--- src/gpio_port_pkg.sv ---
// shared constants, modes and carrier types of the gpio port controller
package gpio_port_pkg;

   localparam int PIN_COUNT = 16;

   // register byte offsets
   localparam logic [7:0] OFS_MODE = 8'h00;
   localparam logic [7:0] OFS_DRIVE = 8'h04;
   localparam logic [7:0] OFS_SPEED = 8'h08;
   localparam logic [7:0] OFS_PULL = 8'h0c;
   localparam logic [7:0] OFS_LEVEL_IN = 8'h10;
   localparam logic [7:0] OFS_LEVEL_OUT = 8'h14;
   localparam logic [7:0] OFS_SET_RESET = 8'h18;
   localparam logic [7:0] OFS_FREEZE = 8'h1c;
   localparam logic [7:0] OFS_ALT_LO = 8'h20;
   localparam logic [7:0] OFS_ALT_HI = 8'h24;
   localparam logic [7:0] OFS_CLEAR = 8'h28;
   localparam logic [7:0] OFS_INVERT = 8'h2c;

   // reset values: the debug port carries its own straps
   localparam logic [31:0] MODE_RST_DEBUG = 32'h000a8280;
   localparam logic [31:0] SPEED_RST_DEBUG = 32'h000c0000;
   localparam logic [31:0] PULL_RST_DEBUG = 32'h00064040;
   localparam logic [31:0] MODE_RST = 32'h00000000;
   localparam logic [31:0] SPEED_RST = 32'h00000000;
   localparam logic [31:0] PULL_RST = 32'h00000000;
   localparam logic [31:0] DRIVE_RST = 32'h00000000;
   localparam logic [31:0] LEVEL_OUT_RST = 32'h00000000;
   localparam logic [31:0] ALT_RST = 32'h00000000;

   // field positions
   localparam int FREEZE_KEY_POS = 16;
   localparam int CLEAR_HALF_POS = 16;

   // ahb transfer encodings
   localparam logic [2:0] HSIZE_BYTE = 3'h0;
   localparam logic [2:0] HSIZE_HALF = 3'h1;
   localparam logic [2:0] HSIZE_WORD = 3'h2;

   typedef enum logic [1:0] {
      MODE_INPUT = 2'b00,
      MODE_OUTPUT = 2'b01,
      MODE_ALT = 2'b10,
      MODE_ANALOG = 2'b11
   } pin_mode_t;

   typedef enum logic [1:0] {
      PULL_NONE = 2'b00,
      PULL_UP = 2'b01,
      PULL_DOWN = 2'b10,
      PULL_RSVD = 2'b11
   } pull_sel_t;

   // decoded speed class on the pad
   typedef enum logic [1:0] {
      SPEED_SLOW = 2'b00,
      SPEED_MID = 2'b01,
      SPEED_FAST = 2'b10
   } speed_class_t;

   typedef struct packed {
      pin_mode_t mode;
      logic open_drain;
      logic [1:0] speed;
      pull_sel_t pull;
   } pin_cfg_t;

   typedef struct packed {
      logic out;
      logic oe_n;
      logic pull_up;
      logic pull_down;
      logic schmitt_en;
      speed_class_t speed;
   } pad_ctl_t;

endpackage

--- src/gpio_pin_pad.sv ---
// per-pin pad steering from mode, drive type, pull and speed
module gpio_pin_pad
   import gpio_port_pkg::*;
(
   input wire pin_cfg_t cfg,
   input wire logic level_out,
   input wire logic af_out,
   input wire logic af_oe,
   input wire logic add_en,
   input wire logic add_out,
   input wire logic add_oe_n,
   output pad_ctl_t ctl
);

   logic drive_val;
   logic drive_on;

   // source of the driver: output register or selected peripheral
   always_comb begin
      drive_val = level_out;
      drive_on = 1'b0;
      unique case (cfg.mode)
         MODE_INPUT: drive_on = 1'b0;
         MODE_OUTPUT: begin
            drive_val = level_out;
            drive_on = 1'b1;
         end
         MODE_ALT: begin
            drive_val = af_out;
            drive_on = af_oe;
         end
         MODE_ANALOG: drive_on = 1'b0;
      endcase
   end

   // pad controls; additional functions take priority over the mode
   always_comb begin
      ctl.out = 1'b0;
      ctl.oe_n = 1'b1;
      if (drive_on) begin
         if (cfg.open_drain) begin
            ctl.out = 1'b0;
            ctl.oe_n = drive_val;
         end else begin
            ctl.out = drive_val;
            ctl.oe_n = 1'b0;
         end
      end
      ctl.pull_up = (cfg.mode != MODE_ANALOG) && (cfg.pull == PULL_UP);
      ctl.pull_down = (cfg.mode != MODE_ANALOG) && (cfg.pull == PULL_DOWN);
      ctl.schmitt_en = (cfg.mode != MODE_ANALOG);
      ctl.speed = !cfg.speed[0] ? SPEED_SLOW : (cfg.speed[1] ? SPEED_FAST : SPEED_MID);
      if (add_en) begin
         ctl.out = add_out;
         ctl.oe_n = add_oe_n;
         ctl.pull_up = 1'b0;
         ctl.pull_down = 1'b0;
      end
   end

endmodule

--- src/gpio_port_pin_control.sv ---
// sixteen-pin gpio port: ahb register file, pad steering, lock and atomic writes
// Functional notes
// - mode 00 input, 01 output, 10 alternate, 11 analog
// - pin y mode at bits 2y+1:2y
// - outputs obey per-pin drive type bit
// - drive bit 0 push-pull, 1 open-drain
// - open-drain: 0 pulls low, 1 releases
// - push-pull: 0 drives low, 1 high
// - pull 00 none, 01 up, 10 down
// - speed x0 slow, 01 middle, 11 fast
// - reset floating input, debug pins excepted
// - pad level sampled every clock unless analog
// - input mode: schmitt on, pull, no driver
// - output mode drives output register bit
// - output register reads written value, status reads pad
// - set, clear, toggle writes touch only ones
// - toggle inverts output within one cycle
// - analog: no pulls, driver, schmitt; status 0
// - alternate mode: peripheral drives, its enable steers
// - alternate mode picks one of sixteen functions
// - additional functions override standard pin settings
// - frozen pins ignore configuration writes until reset
// - byte, half, word access; debug port reset value
// - drive register upper half reserved, zero
module gpio_port_pin_control
   import gpio_port_pkg::*;
#(
   parameter bit DEBUG_PORT = 1'b0,
   parameter int NUM_PINS = PIN_COUNT
)
(
   input wire logic clk_sys,
   input wire logic sys_rst,
   input wire logic hsel,
   input wire logic [7:0] haddr,
   input wire logic [1:0] htrans,
   input wire logic hwrite,
   input wire logic [2:0] hsize,
   input wire logic hready,
   input wire logic [31:0] hwdata,
   output logic [31:0] hrdata,
   output logic hreadyout,
   output logic hresp,
   input wire logic [NUM_PINS-1:0] pad_in,
   output logic [NUM_PINS-1:0] pad_out,
   output logic [NUM_PINS-1:0] pad_oe_n,
   output logic [NUM_PINS-1:0] pad_pull_up,
   output logic [NUM_PINS-1:0] pad_pull_down,
   output logic [NUM_PINS-1:0] pad_schmitt_en,
   output logic [2*NUM_PINS-1:0] pad_speed,
   input wire logic [16*NUM_PINS-1:0] af_out_bus,
   input wire logic [16*NUM_PINS-1:0] af_oe_bus,
   output logic [NUM_PINS-1:0] af_in,
   input wire logic [NUM_PINS-1:0] add_func_en,
   input wire logic [NUM_PINS-1:0] add_func_out,
   input wire logic [NUM_PINS-1:0] add_func_oe_n
);

   typedef enum logic [1:0] {
      FRZ_IDLE = 2'b00,
      FRZ_KEY1 = 2'b01,
      FRZ_KEY0 = 2'b10,
      FRZ_ARMED = 2'b11
   } freeze_state_t;

   localparam logic [31:0] MODE_INIT = DEBUG_PORT ? MODE_RST_DEBUG : MODE_RST;
   localparam logic [31:0] SPEED_INIT = DEBUG_PORT ? SPEED_RST_DEBUG : SPEED_RST;
   localparam logic [31:0] PULL_INIT = DEBUG_PORT ? PULL_RST_DEBUG : PULL_RST;

   // byte lanes of an ahb transfer
   function automatic logic [3:0] lanes_of(input logic [2:0] size, input logic [1:0] a);
      logic [3:0] l;
      l = 4'h0;
      unique case (size)
         HSIZE_BYTE: l = 4'h1 << a;
         HSIZE_HALF: l = a[1] ? 4'hc : 4'h3;
         default: l = 4'hf;
      endcase
      return l;
   endfunction

   // widen lanes to a bit mask
   function automatic logic [31:0] lane_mask(input logic [3:0] l);
      logic [31:0] m;
      m = {{8{l[3]}}, {8{l[2]}}, {8{l[1]}}, {8{l[0]}}};
      return m;
   endfunction

   // per-pin mask widened to k bits per pin
   function automatic logic [31:0] spread(input logic [15:0] p, input int k, input int base);
      logic [31:0] m;
      m = 32'h0;
      for (int i = 0; i < 32; i++) begin
         if ((i / k + base) < 16) begin
            m[i] = p[i / k + base];
         end
      end
      return m;
   endfunction

   // merge write data into a register under a mask
   function automatic logic [31:0] merge(input logic [31:0] old, input logic [31:0] d,
                                         input logic [31:0] m);
      return (old & ~m) | (d & m);
   endfunction

   // register state
   logic [31:0] mode_r, mode_nxt;
   logic [15:0] drive_r, drive_nxt;
   logic [31:0] speed_r, speed_nxt;
   logic [31:0] pull_r, pull_nxt;
   logic [31:0] alt_lo_r, alt_lo_nxt;
   logic [31:0] alt_hi_r, alt_hi_nxt;
   logic [15:0] level_out_r, level_out_nxt;
   logic [15:0] level_in_r, level_in_nxt;
   logic [15:0] frozen_r, frozen_nxt;
   logic [15:0] frz_bits_r, frz_bits_nxt;
   logic frz_done_r, frz_done_nxt;
   freeze_state_t frz_state_r, frz_state_nxt;
   // bus data-phase state
   logic wr_pend_r, wr_pend_nxt;
   logic [7:0] wr_addr_r, wr_addr_nxt;
   logic [3:0] wr_lanes_r, wr_lanes_nxt;
   logic [31:0] hrdata_r, hrdata_nxt;

   logic addr_phase;
   logic rd_take;
   logic [31:0] wmask;
   logic [31:0] wdata;
   logic [31:0] mode_ok, speed_ok, pull_ok, alt_lo_ok, alt_hi_ok;
   logic [15:0] drive_ok;
   logic [15:0] analog_pins;
   logic [31:0] rd_sel;
   logic frz_wr;
   logic [15:0] frz_wr_bits;
   logic frz_wr_key;
   logic [7:0] haddr_w;
   logic frz_rd;

   assign addr_phase = hsel && hready && htrans[1];
   assign rd_take = addr_phase && !hwrite;
   // narrow reads share their word's offset in the read mux
   assign haddr_w = {haddr[7:2], 2'b00};
   assign wdata = hwdata;
   assign wmask = lane_mask(wr_lanes_r);
   // frozen pins drop out of every configuration mask
   assign mode_ok = wmask & ~spread(frozen_r, 2, 0);
   assign speed_ok = wmask & ~spread(frozen_r, 2, 0);
   assign pull_ok = wmask & ~spread(frozen_r, 2, 0);
   assign alt_lo_ok = wmask & ~spread(frozen_r, 4, 0);
   assign alt_hi_ok = wmask & ~spread(frozen_r, 4, 8);
   assign drive_ok = wmask[15:0] & ~frozen_r;
   assign frz_wr = wr_pend_r && (wr_addr_r == OFS_FREEZE) && !frz_done_r;
   assign frz_wr_bits = (frz_bits_r & ~wmask[15:0]) | (wdata[15:0] & wmask[15:0]);
   assign frz_wr_key = wmask[FREEZE_KEY_POS] ? wdata[FREEZE_KEY_POS] : 1'b0;
   assign frz_rd = rd_take && (haddr_w == OFS_FREEZE);

   // analog pins per mode field
   always_comb begin
      for (int p = 0; p < 16; p++) begin
         analog_pins[p] = (mode_r[2*p +: 2] == MODE_ANALOG);
      end
   end

   // configuration and output register next values
   always_comb begin
      mode_nxt = mode_r;
      drive_nxt = drive_r;
      speed_nxt = speed_r;
      pull_nxt = pull_r;
      alt_lo_nxt = alt_lo_r;
      alt_hi_nxt = alt_hi_r;
      level_out_nxt = level_out_r;
      if (wr_pend_r) begin
         unique case (wr_addr_r)
            OFS_MODE: mode_nxt = merge(mode_r, wdata, mode_ok);
            OFS_DRIVE: drive_nxt = (drive_r & ~drive_ok) | (wdata[15:0] & drive_ok);
            OFS_SPEED: speed_nxt = merge(speed_r, wdata, speed_ok);
            OFS_PULL: pull_nxt = merge(pull_r, wdata, pull_ok);
            OFS_ALT_LO: alt_lo_nxt = merge(alt_lo_r, wdata, alt_lo_ok);
            OFS_ALT_HI: alt_hi_nxt = merge(alt_hi_r, wdata, alt_hi_ok);
            OFS_LEVEL_OUT: level_out_nxt = (level_out_r & ~wmask[15:0])
                                           | (wdata[15:0] & wmask[15:0]);
            // set half wins over clear half for the same pin
            OFS_SET_RESET: level_out_nxt = (level_out_r
                                            & ~(wdata[31:16] & wmask[31:16]))
                                           | (wdata[15:0] & wmask[15:0]);
            OFS_CLEAR: level_out_nxt = level_out_r & ~(wdata[15:0] & wmask[15:0]);
            OFS_INVERT: level_out_nxt = level_out_r ^ (wdata[15:0] & wmask[15:0]);
            default: level_out_nxt = level_out_r;
         endcase
      end
   end

   // pad sampling, analog pins read zero
   always_comb begin
      level_in_nxt = pad_in & ~analog_pins;
   end

   // freeze key sequence: key 1, key 0, key 1 with the same pin bits, then a read
   always_comb begin
      frz_state_nxt = frz_state_r;
      frz_bits_nxt = frz_bits_r;
      frozen_nxt = frozen_r;
      frz_done_nxt = frz_done_r;
      if (frz_wr) begin
         frz_bits_nxt = frz_wr_bits;
         unique case (frz_state_r)
            FRZ_IDLE: frz_state_nxt = frz_wr_key ? FRZ_KEY1 : FRZ_IDLE;
            FRZ_KEY1: frz_state_nxt = (!frz_wr_key && frz_wr_bits == frz_bits_r)
                                      ? FRZ_KEY0 : FRZ_IDLE;
            FRZ_KEY0: frz_state_nxt = (frz_wr_key && frz_wr_bits == frz_bits_r)
                                      ? FRZ_ARMED : FRZ_IDLE;
            FRZ_ARMED: frz_state_nxt = FRZ_IDLE;
         endcase
      end else if (wr_pend_r && frz_state_r != FRZ_IDLE && wr_addr_r != OFS_FREEZE) begin
         // any other write between key steps aborts the sequence
         frz_state_nxt = FRZ_IDLE;
      end
      // the lock read may overlap the data phase of the last key write
      if (frz_rd && frz_state_nxt == FRZ_ARMED) begin
         frz_done_nxt = 1'b1;
         frozen_nxt = frz_bits_nxt;
      end
      // a key read before the third key step aborts the sequence
      if (frz_rd) begin
         frz_state_nxt = FRZ_IDLE;
      end
   end

   // read mux looks at next values so a read after a write sees it
   always_comb begin
      rd_sel = 32'h0;
      unique case (haddr_w)
         OFS_MODE: rd_sel = mode_nxt;
         OFS_DRIVE: rd_sel = {16'h0, drive_nxt};
         OFS_SPEED: rd_sel = speed_nxt;
         OFS_PULL: rd_sel = pull_nxt;
         OFS_LEVEL_IN: rd_sel = {16'h0, level_in_r};
         OFS_LEVEL_OUT: rd_sel = {16'h0, level_out_nxt};
         OFS_FREEZE: rd_sel = {15'h0, frz_done_nxt, frz_bits_nxt};
         OFS_ALT_LO: rd_sel = alt_lo_nxt;
         OFS_ALT_HI: rd_sel = alt_hi_nxt;
         default: rd_sel = 32'h0; // write-only and unmapped read zero
      endcase
   end

   // bus phase bookkeeping
   always_comb begin
      wr_pend_nxt = 1'b0;
      wr_addr_nxt = wr_addr_r;
      wr_lanes_nxt = wr_lanes_r;
      hrdata_nxt = hrdata_r;
      if (addr_phase) begin
         wr_pend_nxt = hwrite;
         wr_addr_nxt = {haddr[7:2], 2'b00};
         wr_lanes_nxt = lanes_of(hsize, haddr[1:0]);
         hrdata_nxt = hwrite ? 32'h0 : rd_sel;
      end
   end

   assign hrdata = hrdata_r;
   // zero wait states and never an error: every access completes at once
   assign hreadyout = 1'b1;
   assign hresp = 1'b0;

   // all register state
   always_ff @(posedge clk_sys or posedge sys_rst) begin
      if (sys_rst) begin
         mode_r <= MODE_INIT;
         drive_r <= DRIVE_RST[15:0];
         speed_r <= SPEED_INIT;
         pull_r <= PULL_INIT;
         alt_lo_r <= ALT_RST;
         alt_hi_r <= ALT_RST;
         level_out_r <= LEVEL_OUT_RST[15:0];
         level_in_r <= 16'h0000;
         frozen_r <= 16'h0000;
         frz_bits_r <= 16'h0000;
         frz_done_r <= 1'b0;
         frz_state_r <= FRZ_IDLE;
         wr_pend_r <= 1'b0;
         wr_addr_r <= 8'h00;
         wr_lanes_r <= 4'h0;
         hrdata_r <= 32'h00000000;
      end else begin
         mode_r <= mode_nxt;
         drive_r <= drive_nxt;
         speed_r <= speed_nxt;
         pull_r <= pull_nxt;
         alt_lo_r <= alt_lo_nxt;
         alt_hi_r <= alt_hi_nxt;
         level_out_r <= level_out_nxt;
         level_in_r <= level_in_nxt;
         frozen_r <= frozen_nxt;
         frz_bits_r <= frz_bits_nxt;
         frz_done_r <= frz_done_nxt;
         frz_state_r <= frz_state_nxt;
         wr_pend_r <= wr_pend_nxt;
         wr_addr_r <= wr_addr_nxt;
         wr_lanes_r <= wr_lanes_nxt;
         hrdata_r <= hrdata_nxt;
      end
   end

   // event lines take af_in; software keeps such pins in input mode
   assign af_in = level_in_r;

   // one pad steering block per pin
   for (genvar p = 0; p < NUM_PINS; p++) begin : g_pin
      pin_cfg_t cfg;
      pad_ctl_t ctl;
      logic [3:0] alt_sel;
      logic alt_o;
      logic alt_oe;

      assign alt_sel = (p < 8) ? alt_lo_r[4*(p % 8) +: 4] : alt_hi_r[4*(p % 8) +: 4];
      assign alt_o = af_out_bus[16*p + alt_sel];
      assign alt_oe = af_oe_bus[16*p + alt_sel];
      assign cfg.mode = pin_mode_t'(mode_r[2*p +: 2]);
      assign cfg.open_drain = drive_r[p];
      assign cfg.speed = speed_r[2*p +: 2];
      assign cfg.pull = pull_sel_t'(pull_r[2*p +: 2]);

      gpio_pin_pad u_pad (
         .cfg(cfg),
         .level_out(level_out_r[p]),
         .af_out(alt_o),
         .af_oe(alt_oe),
         .add_en(add_func_en[p]),
         .add_out(add_func_out[p]),
         .add_oe_n(add_func_oe_n[p]),
         .ctl(ctl)
      );

      assign pad_out[p] = ctl.out;
      assign pad_oe_n[p] = ctl.oe_n;
      assign pad_pull_up[p] = ctl.pull_up;
      assign pad_pull_down[p] = ctl.pull_down;
      assign pad_schmitt_en[p] = ctl.schmitt_en;
      assign pad_speed[2*p +: 2] = ctl.speed;
   end

endmodule

--- config.mk ---
export PLATFORM = sky130hd
export DESIGN_NAME = gpio_port_pin_control
export DESIGN_NICKNAME = d
export VERILOG_FILES = /design/src/gpio_port_pkg.sv /design/src/gpio_pin_pad.sv /design/src/gpio_port_pin_control.sv
export SDC_FILE = /design/constraint.sdc
export NUM_CORES = 1
export LEC_CHECK = 0
export BUFFER_PORTS_ARGS = -buffer_cell sky130_fd_sc_hd__buf_2
export CORE_AREA = 2 2 304 306
export CTS_CLUSTER_SIZE = 10
export DETAILED_ROUTE_END_ITERATION = 7
export DIE_AREA = 0 0 306 308
export PLACE_DENSITY = 0.47
export SYNTH_ARGS = -nofsm -noshare
export SYNTH_HDL_FRONTEND = slang
export SYNTH_SLANG_ARGS = --single-unit
--- constraint.sdc ---
create_clock -name clk_sys -period 27 [get_ports clk_sys]
set_clock_uncertainty 0.2 [all_clocks]
set_input_delay 2.7 -clock clk_sys [delete_from_list [all_inputs] [get_ports clk_sys]]
set_output_delay 2.7 -clock clk_sys [all_outputs]
set_load 0.01 [all_outputs]
==> impl_metrics.py, run 1 <==
metrics = {
    "status": {
        "status": "finished, violations left",
        "violations": "slew limit",
    },
    "worst_hold_path": {
        "hp-class": "register to register",
        "hold_depth": 2,
    },
    "logic_synthesis": {
        "synth_common_cells": "dfrtp_1 (286), mux2_2 (187), mux4_2 (144)",
        "synth_top_family_by_area": "multiplexers",
        "synth-edff-count": 0,
        "synth-simple-area-share_pct": 14.5,
        "ys_ff_latch": 286,
        "avgSynthCellArea_sq_um": 11.2,
        "synth_area_leaders": "dfrtp_1 (36%), mux4_2 (16%), mux2_2 (10%)",
        "synthMuxAreaShare_pct": 30.5,
        "syn_nets": 2470,
        "yosys.area.top_type": "dfrtp_1",
        "synth_cell_types": 82,
        "synth_most_common_cell": "dfrtp_1",
        "yosys_warnings": 0,
        "synthAdderAreaFrac_pct": 2.98,
        "seq_area_frac_synth_pct": 35.6,
        "syn_area_sq_mm": 0.0201,
        "synth_compound_area_share_pct": 11.9,
        "synthXorXnorAreaFrac_pct": 0.696,
        "synthCells": 1796,
        "synth_top_area_share_pct": 35.6,
        "async_flop_share_pct": 100,
        "synthFlopType": "dfrtp_1",
    },
    "cts": {
        "post_cts.repair.setup_buffers": 0,
        "cts_max_level": 2,
        "clk_latency_ns": 0.58,
        "ctsHoldBuffers": 0,
        "numCtsBuffers": 39,
        "max-clock-path-buffers": 3,
        "path_clk_slew_ns": 0.06,
        "post_cts_resized": 0,
        "root_buffer": "clkbuf_16",
        "cts_tree": "yes",
        "cts_num_sinks": 286,
    },
    "die": {
        "die_width_um": 306,
        "die-area_sq_mm": 0.0942,
        "die-height_um": 308,
        "ios": 788,
        "design.core.area_sq_mm": 0.0910,
        "initial_core_util_pct": 22.1,
        "rows": 111,
    },
    "timing": {
        "rsz0062_at_grt": "false",
        "finalMaxSlewViolations": 5,
        "tns_ns": 0,
        "fmax_ghz": 0.136,
        "min_period_over_period_pct": 27.2,
        "period_minus_slack_ns": 7.33,
        "setup_violations": 0,
        "worst_pin_slew_ns": 1.58,
        "hold_violations": 0,
        "relSlewSlack_pct": -5.48,
        "timing.hold.ws_ns": 0.280,
    },
    "setup_path": {
        "worst_setup_path_start_kind": "input pin",
        "r2r_cells": 7,
        "cp_data_arrival_time_ns": 4.43,
        "critPathKind": "input pin to primary output",
        "crit_required_ns": 24.10,
        "rrSetupSlack_ns": 22.78,
        "crit_fanout": 2,
        "worstSetupEndpointType": "primary output",
    },
    "placed_design": {
        "dp_hpwl_um": 82000,
        "port_buffers": 784,
        "dp.cells": 3677,
        "gp_congestion": 0.864,
        "placed_area_sq_mm": 0.0254,
    },
    "final_layout": {
        "multiInputGateArea_sq_mm": 0.0123,
        "areaGrowthSynthToFinish_pct": 32.2,
        "drive_gt1_share_pct": 48.8,
        "fin_cells": 3753,
        "design_area_sq_mm": 0.0266,
        "nets": 3206,
        "fill_cells": 9583,
        "final_util_pct": 29.3,
        "final-seq-area_sq_mm": 0.00716,
    },
    "flow_run": {
        "drv_cap": 0,
    },
    "drt": {
        "drc": 0,
        "drt-initial-drc-count": 1537,
        "antenna_left": 0,
        "wl_per_cell_um": 27.6,
        "dr.pass1.iters": 6,
        "totalWireLength_um": 104000,
        "viasPerCell": 5.16,
        "vias": 19375,
    },
    "global_routing": {
        "grt.total_usage_pct": 21.1,
        "grt_pass1_vias": 19685,
        "grt_max_degree": 88,
        "grt_pass1_wl_um": 144000,
        "antenna_found_initial": 15,
        "gr-total-overflow": 0,
    },
    "power": {
        "vdd_drop_max_v": 0.0000413,
        "leakagePower_nw": 12.0,
        "power_density_mw_per_mm2": 48.0,
    },
}
-- through the flow --
| stage | total power, W | setup WS (ns) |
|---|---|---|
| floorplan | 0.000629 | 16.21 |
| global placement | 0.000767 | 19.67 |
| detailed placement | 0.000769 | 19.64 |
| CTS | 0.00129 | 19.64 |
| global route | 0.00133 | 19.60 |
| finish | 0.00128 | 19.67 |
-- registers in the layout (all words and copies together), names as in the netlist --
register,count
af_in,16
speed_r,32
frozen_r,16
wr_addr_r,6
frz_state_r,2
wr_lanes_r,4
frz_bits_r,16
frz_done_r,1
alt_lo_r,32
alt_hi_r,32
level_out_r,16
mode_r,32
wr_pend_r,1
pull_r,32
drive_r,16
hrdata,32
-- final cells by class --
type                       count  area share, %
timing repair buffer         819           15.7
antenna                        7         0.0658
sequential                   286           26.9
clock buffer                  59           4.32
inverter                      67          0.973
multi-input combinational   1319           46.1
clock inverter                10          0.334
tap                         1186           5.57
-- logic make-up (layout without fill, tap and decap cells) --
logic type	Yosys count	count (layout)
buffers and inverters	191	955
other	2	9
muxes	407	407
DFF	286	286
AOI/OAI and AO/OA	328	328
xor gates and xnor gates	16	16
adders and majority gates	48	48
and+or+nand+nor	518	518
-- power breakdown --
part	switching, W	internal (W)	leakage (nW)
combinational	0.000144	0.000123	7.65
clock	0.000214	0.000304	0.612
sequential	0.0000414	0.000451	3.70
-- layout by cell type, fill, tap and decap left out, types with 10 or more instances in the layout --
cell	instances
xnor2_1	15
nor4_1	26
and2_1	28
mux2_2	187
buf_4	35
nand2_1	130
buf_2	784
nand4_1	15
o22a_1	16
a22o_1	26
mux2i_1	69
nor2_1	42
mux4_2	144
ha_1	48
or4_1	11
a22oi_1	16
clkbuf_16	39
o211ai_1	13
clkbuf_8	10
o22ai_1	11
nor4b_1	37
o21ai_0	56
a221oi_1	11
a21oi_1	31
nand3_1	53
inv_1	66
dfrtp_1	286
o31ai_1	19
and3_1	10
clkbuf_1	10
nor3_1	49
a31oi_1	38
nor2b_1	49
-- critical path: stages --
cell and delay [ns]:
buf_2 0.12, mux4_2 0.48, mux4_2 0.58, a31oi_1 0.25
o22a_1 0.17, buf_2 0.13
-- worst paths after layout --
path,to,startpoint
worst max-delay path,pad_oe_n[12],af_oe_bus[203]
worst min-delay path,hrdata[25]$_DFFE_PP0P_,hrdata[25]$_DFFE_PP0P_
worst max register to register,hrdata[12]$_DFFE_PP0P_,wr_addr_r[7]$_DFFE_PP0P_
worst min register to register,hrdata[25]$_DFFE_PP0P_,hrdata[25]$_DFFE_PP0P_
max in group asynchronous,alt_hi_r[15]$_DFF_PP0_,sys_rst
min in group asynchronous,af_in[15]$_DFF_PP0_,sys_rst
-- layer usage --
layer | global-route usage, % | vias up | routed length [um]
li1 | - | 8527 | -
met1 | 27.5 | 9827 | 43600
met2 | 35.6 | 850 | 50500
met3 | 3.94 | 155 | 6700
met4 | 5.62 | 16 | 2680
met5 | 0 | - | 111
(Power assumes the default switching activity.)
==> run 2, diff against run 1 <==
--- a/config.mk
+++ b/config.mk
@@ -6,11 +6,11 @@
 export NUM_CORES = 1
 export LEC_CHECK = 0
 export BUFFER_PORTS_ARGS = -buffer_cell sky130_fd_sc_hd__buf_2
-export CORE_AREA = 2 2 304 306
+export CORE_AREA = 2 2 307 309
 export CTS_CLUSTER_SIZE = 10
 export DETAILED_ROUTE_END_ITERATION = 7
-export DIE_AREA = 0 0 306 308
-export PLACE_DENSITY = 0.47
+export DIE_AREA = 0 0 309 311
+export PLACE_DENSITY = 0.46
 export SYNTH_ARGS = -nofsm -noshare
 export SYNTH_HDL_FRONTEND = slang
 export SYNTH_SLANG_ARGS = --single-unit
==> constraint.sdc (replaced) <==
create_clock -name clk_sys -period 7.6 [get_ports clk_sys]
set_clock_uncertainty 0.2 [all_clocks]
set_input_delay 0.76 -clock clk_sys [delete_from_list [all_inputs] [get_ports clk_sys]]
set_output_delay 0.76 -clock clk_sys [all_outputs]
set_load 0.01 [all_outputs]
==> run 2 against run 1 <==
  * The run now ends clean
  * Hold slack lost 0.24 ns
  * Combinational power grew to 3.5 times the previous value
  * Via count shrank 0.29%
  * Routed wire length shrank 0.12%
  * First-iteration DRC count shrank 18%
  * Final cell count grew 1.6%
  * Flip-flop and latch count is the same
  * Highest routed layer unchanged
==> impl_metrics.py, run 2 (synthesized netlist as in run 1, its figures left out) <==
metrics = {
    "setup_path": {
        "r2r_cells": 7,
        "rrSetupSlack_ns": 3.60,
        "regToRegEndpoint": "hrdata[16]$_DFFE_PP0P_",
        "crit_fanout": 30,
        "crit_required_ns": 7.85,
        "critPathKind": "register to register",
        "worstReg2RegStart": "wr_addr_r[5]$_DFFE_PP0P_",
        "cp_data_arrival_time_ns": 4.25,
        "worst_setup_path_start_kind": "register",
        "worstSetupEndpointType": "register",
    },
    "worst_hold_path": {
        "hp-class": "input pin to async pin",
    },
    "power": {
        "leakagePower_nw": 12.0,
        "p_comb_share_pct": 20.6,
        "p_total_w": 0.00459,
        "vdd_drop_max_v": 0.000126,
        "power_density_mw_per_mm2": 172,
        "switching_share_pct": 31.2,
        "internal_power_w": 0.00316,
        "power.switching_w": 0.00143,
        "power_frac_clock_pct": 41.2,
        "p_seq_share_pct": 38.2,
    },
    "cts": {
        "post_cts.repair.setup_buffers": 0,
        "numCtsBuffers": 39,
        "post_cts_resized": 0,
        "cts_num_sinks": 286,
        "clk_latency_ns": 0.57,
        "path_clk_slew_ns": 0.06,
        "max-clock-path-buffers": 3,
        "root_buffer": "clkbuf_16",
        "ctsHoldBuffers": 0,
        "cts_tree": "yes",
        "cts_max_level": 2,
    },
    "timing": {
        "hold_violations": 0,
        "relSlewSlack_pct": 20.8,
        "tns_ns": 0,
        "fmax_ghz": 0.250,
        "finalMaxSlewViolations": 0,
        "rsz0062_at_grt": "false",
        "min_period_over_period_pct": 52.6,
        "period_minus_slack_ns": 4.00,
        "worst_pin_slew_ns": 1.18,
        "timing.hold.ws_ns": 0.0417,
        "setup_violations": 0,
    },
    "die": {
        "design.core.area_sq_mm": 0.0928,
        "ios": 788,
        "die_width_um": 309,
        "initial_core_util_pct": 21.7,
        "die-height_um": 311,
        "rows": 112,
        "die-area_sq_mm": 0.0961,
    },
    "final_layout": {
        "areaGrowthSynthToFinish_pct": 32.8,
        "drive_gt1_share_pct": 48.8,
        "antenna_cells": 0,
        "nets": 3210,
        "final_cell_mix": "buf_2 (785), dfrtp_1 (286), mux2_2 (187)",
        "mostFrequentLayoutCell": "buf_2",
        "fin_cells": 3813,
        "design_area_sq_mm": 0.0267,
    },
    "placed_design": {
        "gp_congestion": 0.854,
        "dp.cells": 3748,
        "port_buffers": 784,
        "placed_area_sq_mm": 0.0255,
        "dp_hpwl_um": 81400,
    },
    "global_routing": {
        "grt_pass1_wl_um": 145000,
        "grt.total_usage_pct": 20.8,
        "antenna_found_initial": 14,
        "grt_max_degree": 149,
        "grt_pass1_vias": 19895,
        "gr-total-overflow": 0,
    },
    "drt": {
        "dr.pass1.iters": 6,
        "vias": 19318,
        "antenna_left": 0,
        "totalWireLength_um": 103000,
        "drc": 0,
        "wl_per_cell_um": 27.1,
        "drt-initial-drc-count": 1262,
        "viasPerCell": 5.07,
    },
    "status": {
        "status": "finished, final reports clean",
    },
    "flow_run": {
        "drv_cap": 0,
    },
}
[run 2: changes by cell type in the layout (fill, tap and decap cells not counted), moves of 2 or more]
cell,change
diode_2,-7
clkbuf_8,-4
clkbuf_1,-3
bufinv_16,+2
inv_6,-2
[run 2: area by class of cell]
class | instances | area, sq um
Fill cell | 9934 | 66000
Tap cell | 1254 | 1570
Multi-Input combinational cell | 1319 | 12300
Inverter | 67 | 255
Timing Repair Buffer | 823 | 4220
Clock inverter | 11 | 151
Clock buffer | 53 | 1110
Sequential cell | 286 | 7160
[run 2: through the flow]
step           utilization (%)  worst slack [ns]
2_1_floorplan                -              2.85
3_3_place_gp              27.4              3.47
3_5_place_dp              27.5              3.66
4_1_cts                   28.8              3.54
5_1_grt                   28.8              3.47
6_report                  28.8              3.60
[run 2: worst max-delay path by stage]
stage | cells past startpoint | from | endpoint | slack [ns]
2_1_floorplan | 1 | sys_rst | af_in[0]$_DFF_PP0_ | 2.85
3_3_place_gp | 6 | wr_addr_r[4]$_DFFE_PP0P_ | hrdata[16]$_DFFE_PP0P_ | 3.47
5_1_grt | 7 | wr_addr_r[4]$_DFFE_PP0P_ | hrdata[16]$_DFFE_PP0P_ | 3.47
6_report | 7 | wr_addr_r[5]$_DFFE_PP0P_ | hrdata[16]$_DFFE_PP0P_ | 3.60
4_1_cts | 5 | alt_hi_r[24]$_DFF_PP0_ | pad_oe_n[14] | 3.54
3_5_place_dp | 7 | wr_addr_r[5]$_DFFE_PP0P_ | hrdata[16]$_DFFE_PP0P_ | 3.66
[run 2: power by group through the flow]
stage / clock, W / sequential (W) / combinational [W]
after global routing: 0.00198 / 0.00177 / 0.00102
after floorplan: 0 / 0.00168 / 0.000551
after detailed placement: 0 / 0.00178 / 0.000948
after CTS: 0.00193 / 0.00176 / 0.000953
after global placement: 0 / 0.00178 / 0.000943
final: 0.00189 / 0.00175 / 0.000947
[run 2: worst max-delay path: stages, from the launching register on]
cell	delay, ns
dfrtp_1	0.50
or4_2	1.05
buf_4	0.39
nor4_1	0.50
mux2_2	0.41
a22o_1	0.24
o31a_1	0.25
a311o_1	0.31
[run 2: layer usage]
metal / GRT usage (%) / vias to the layer above / routed length, um
met5: 0 / - / 135
met4: 5.42 / 20 / 2630
met3: 4.39 / 148 / 7130
met2: 35.8 / 817 / 50900
met1: 26.3 / 9807 / 42700
li1: - / 8526 / -
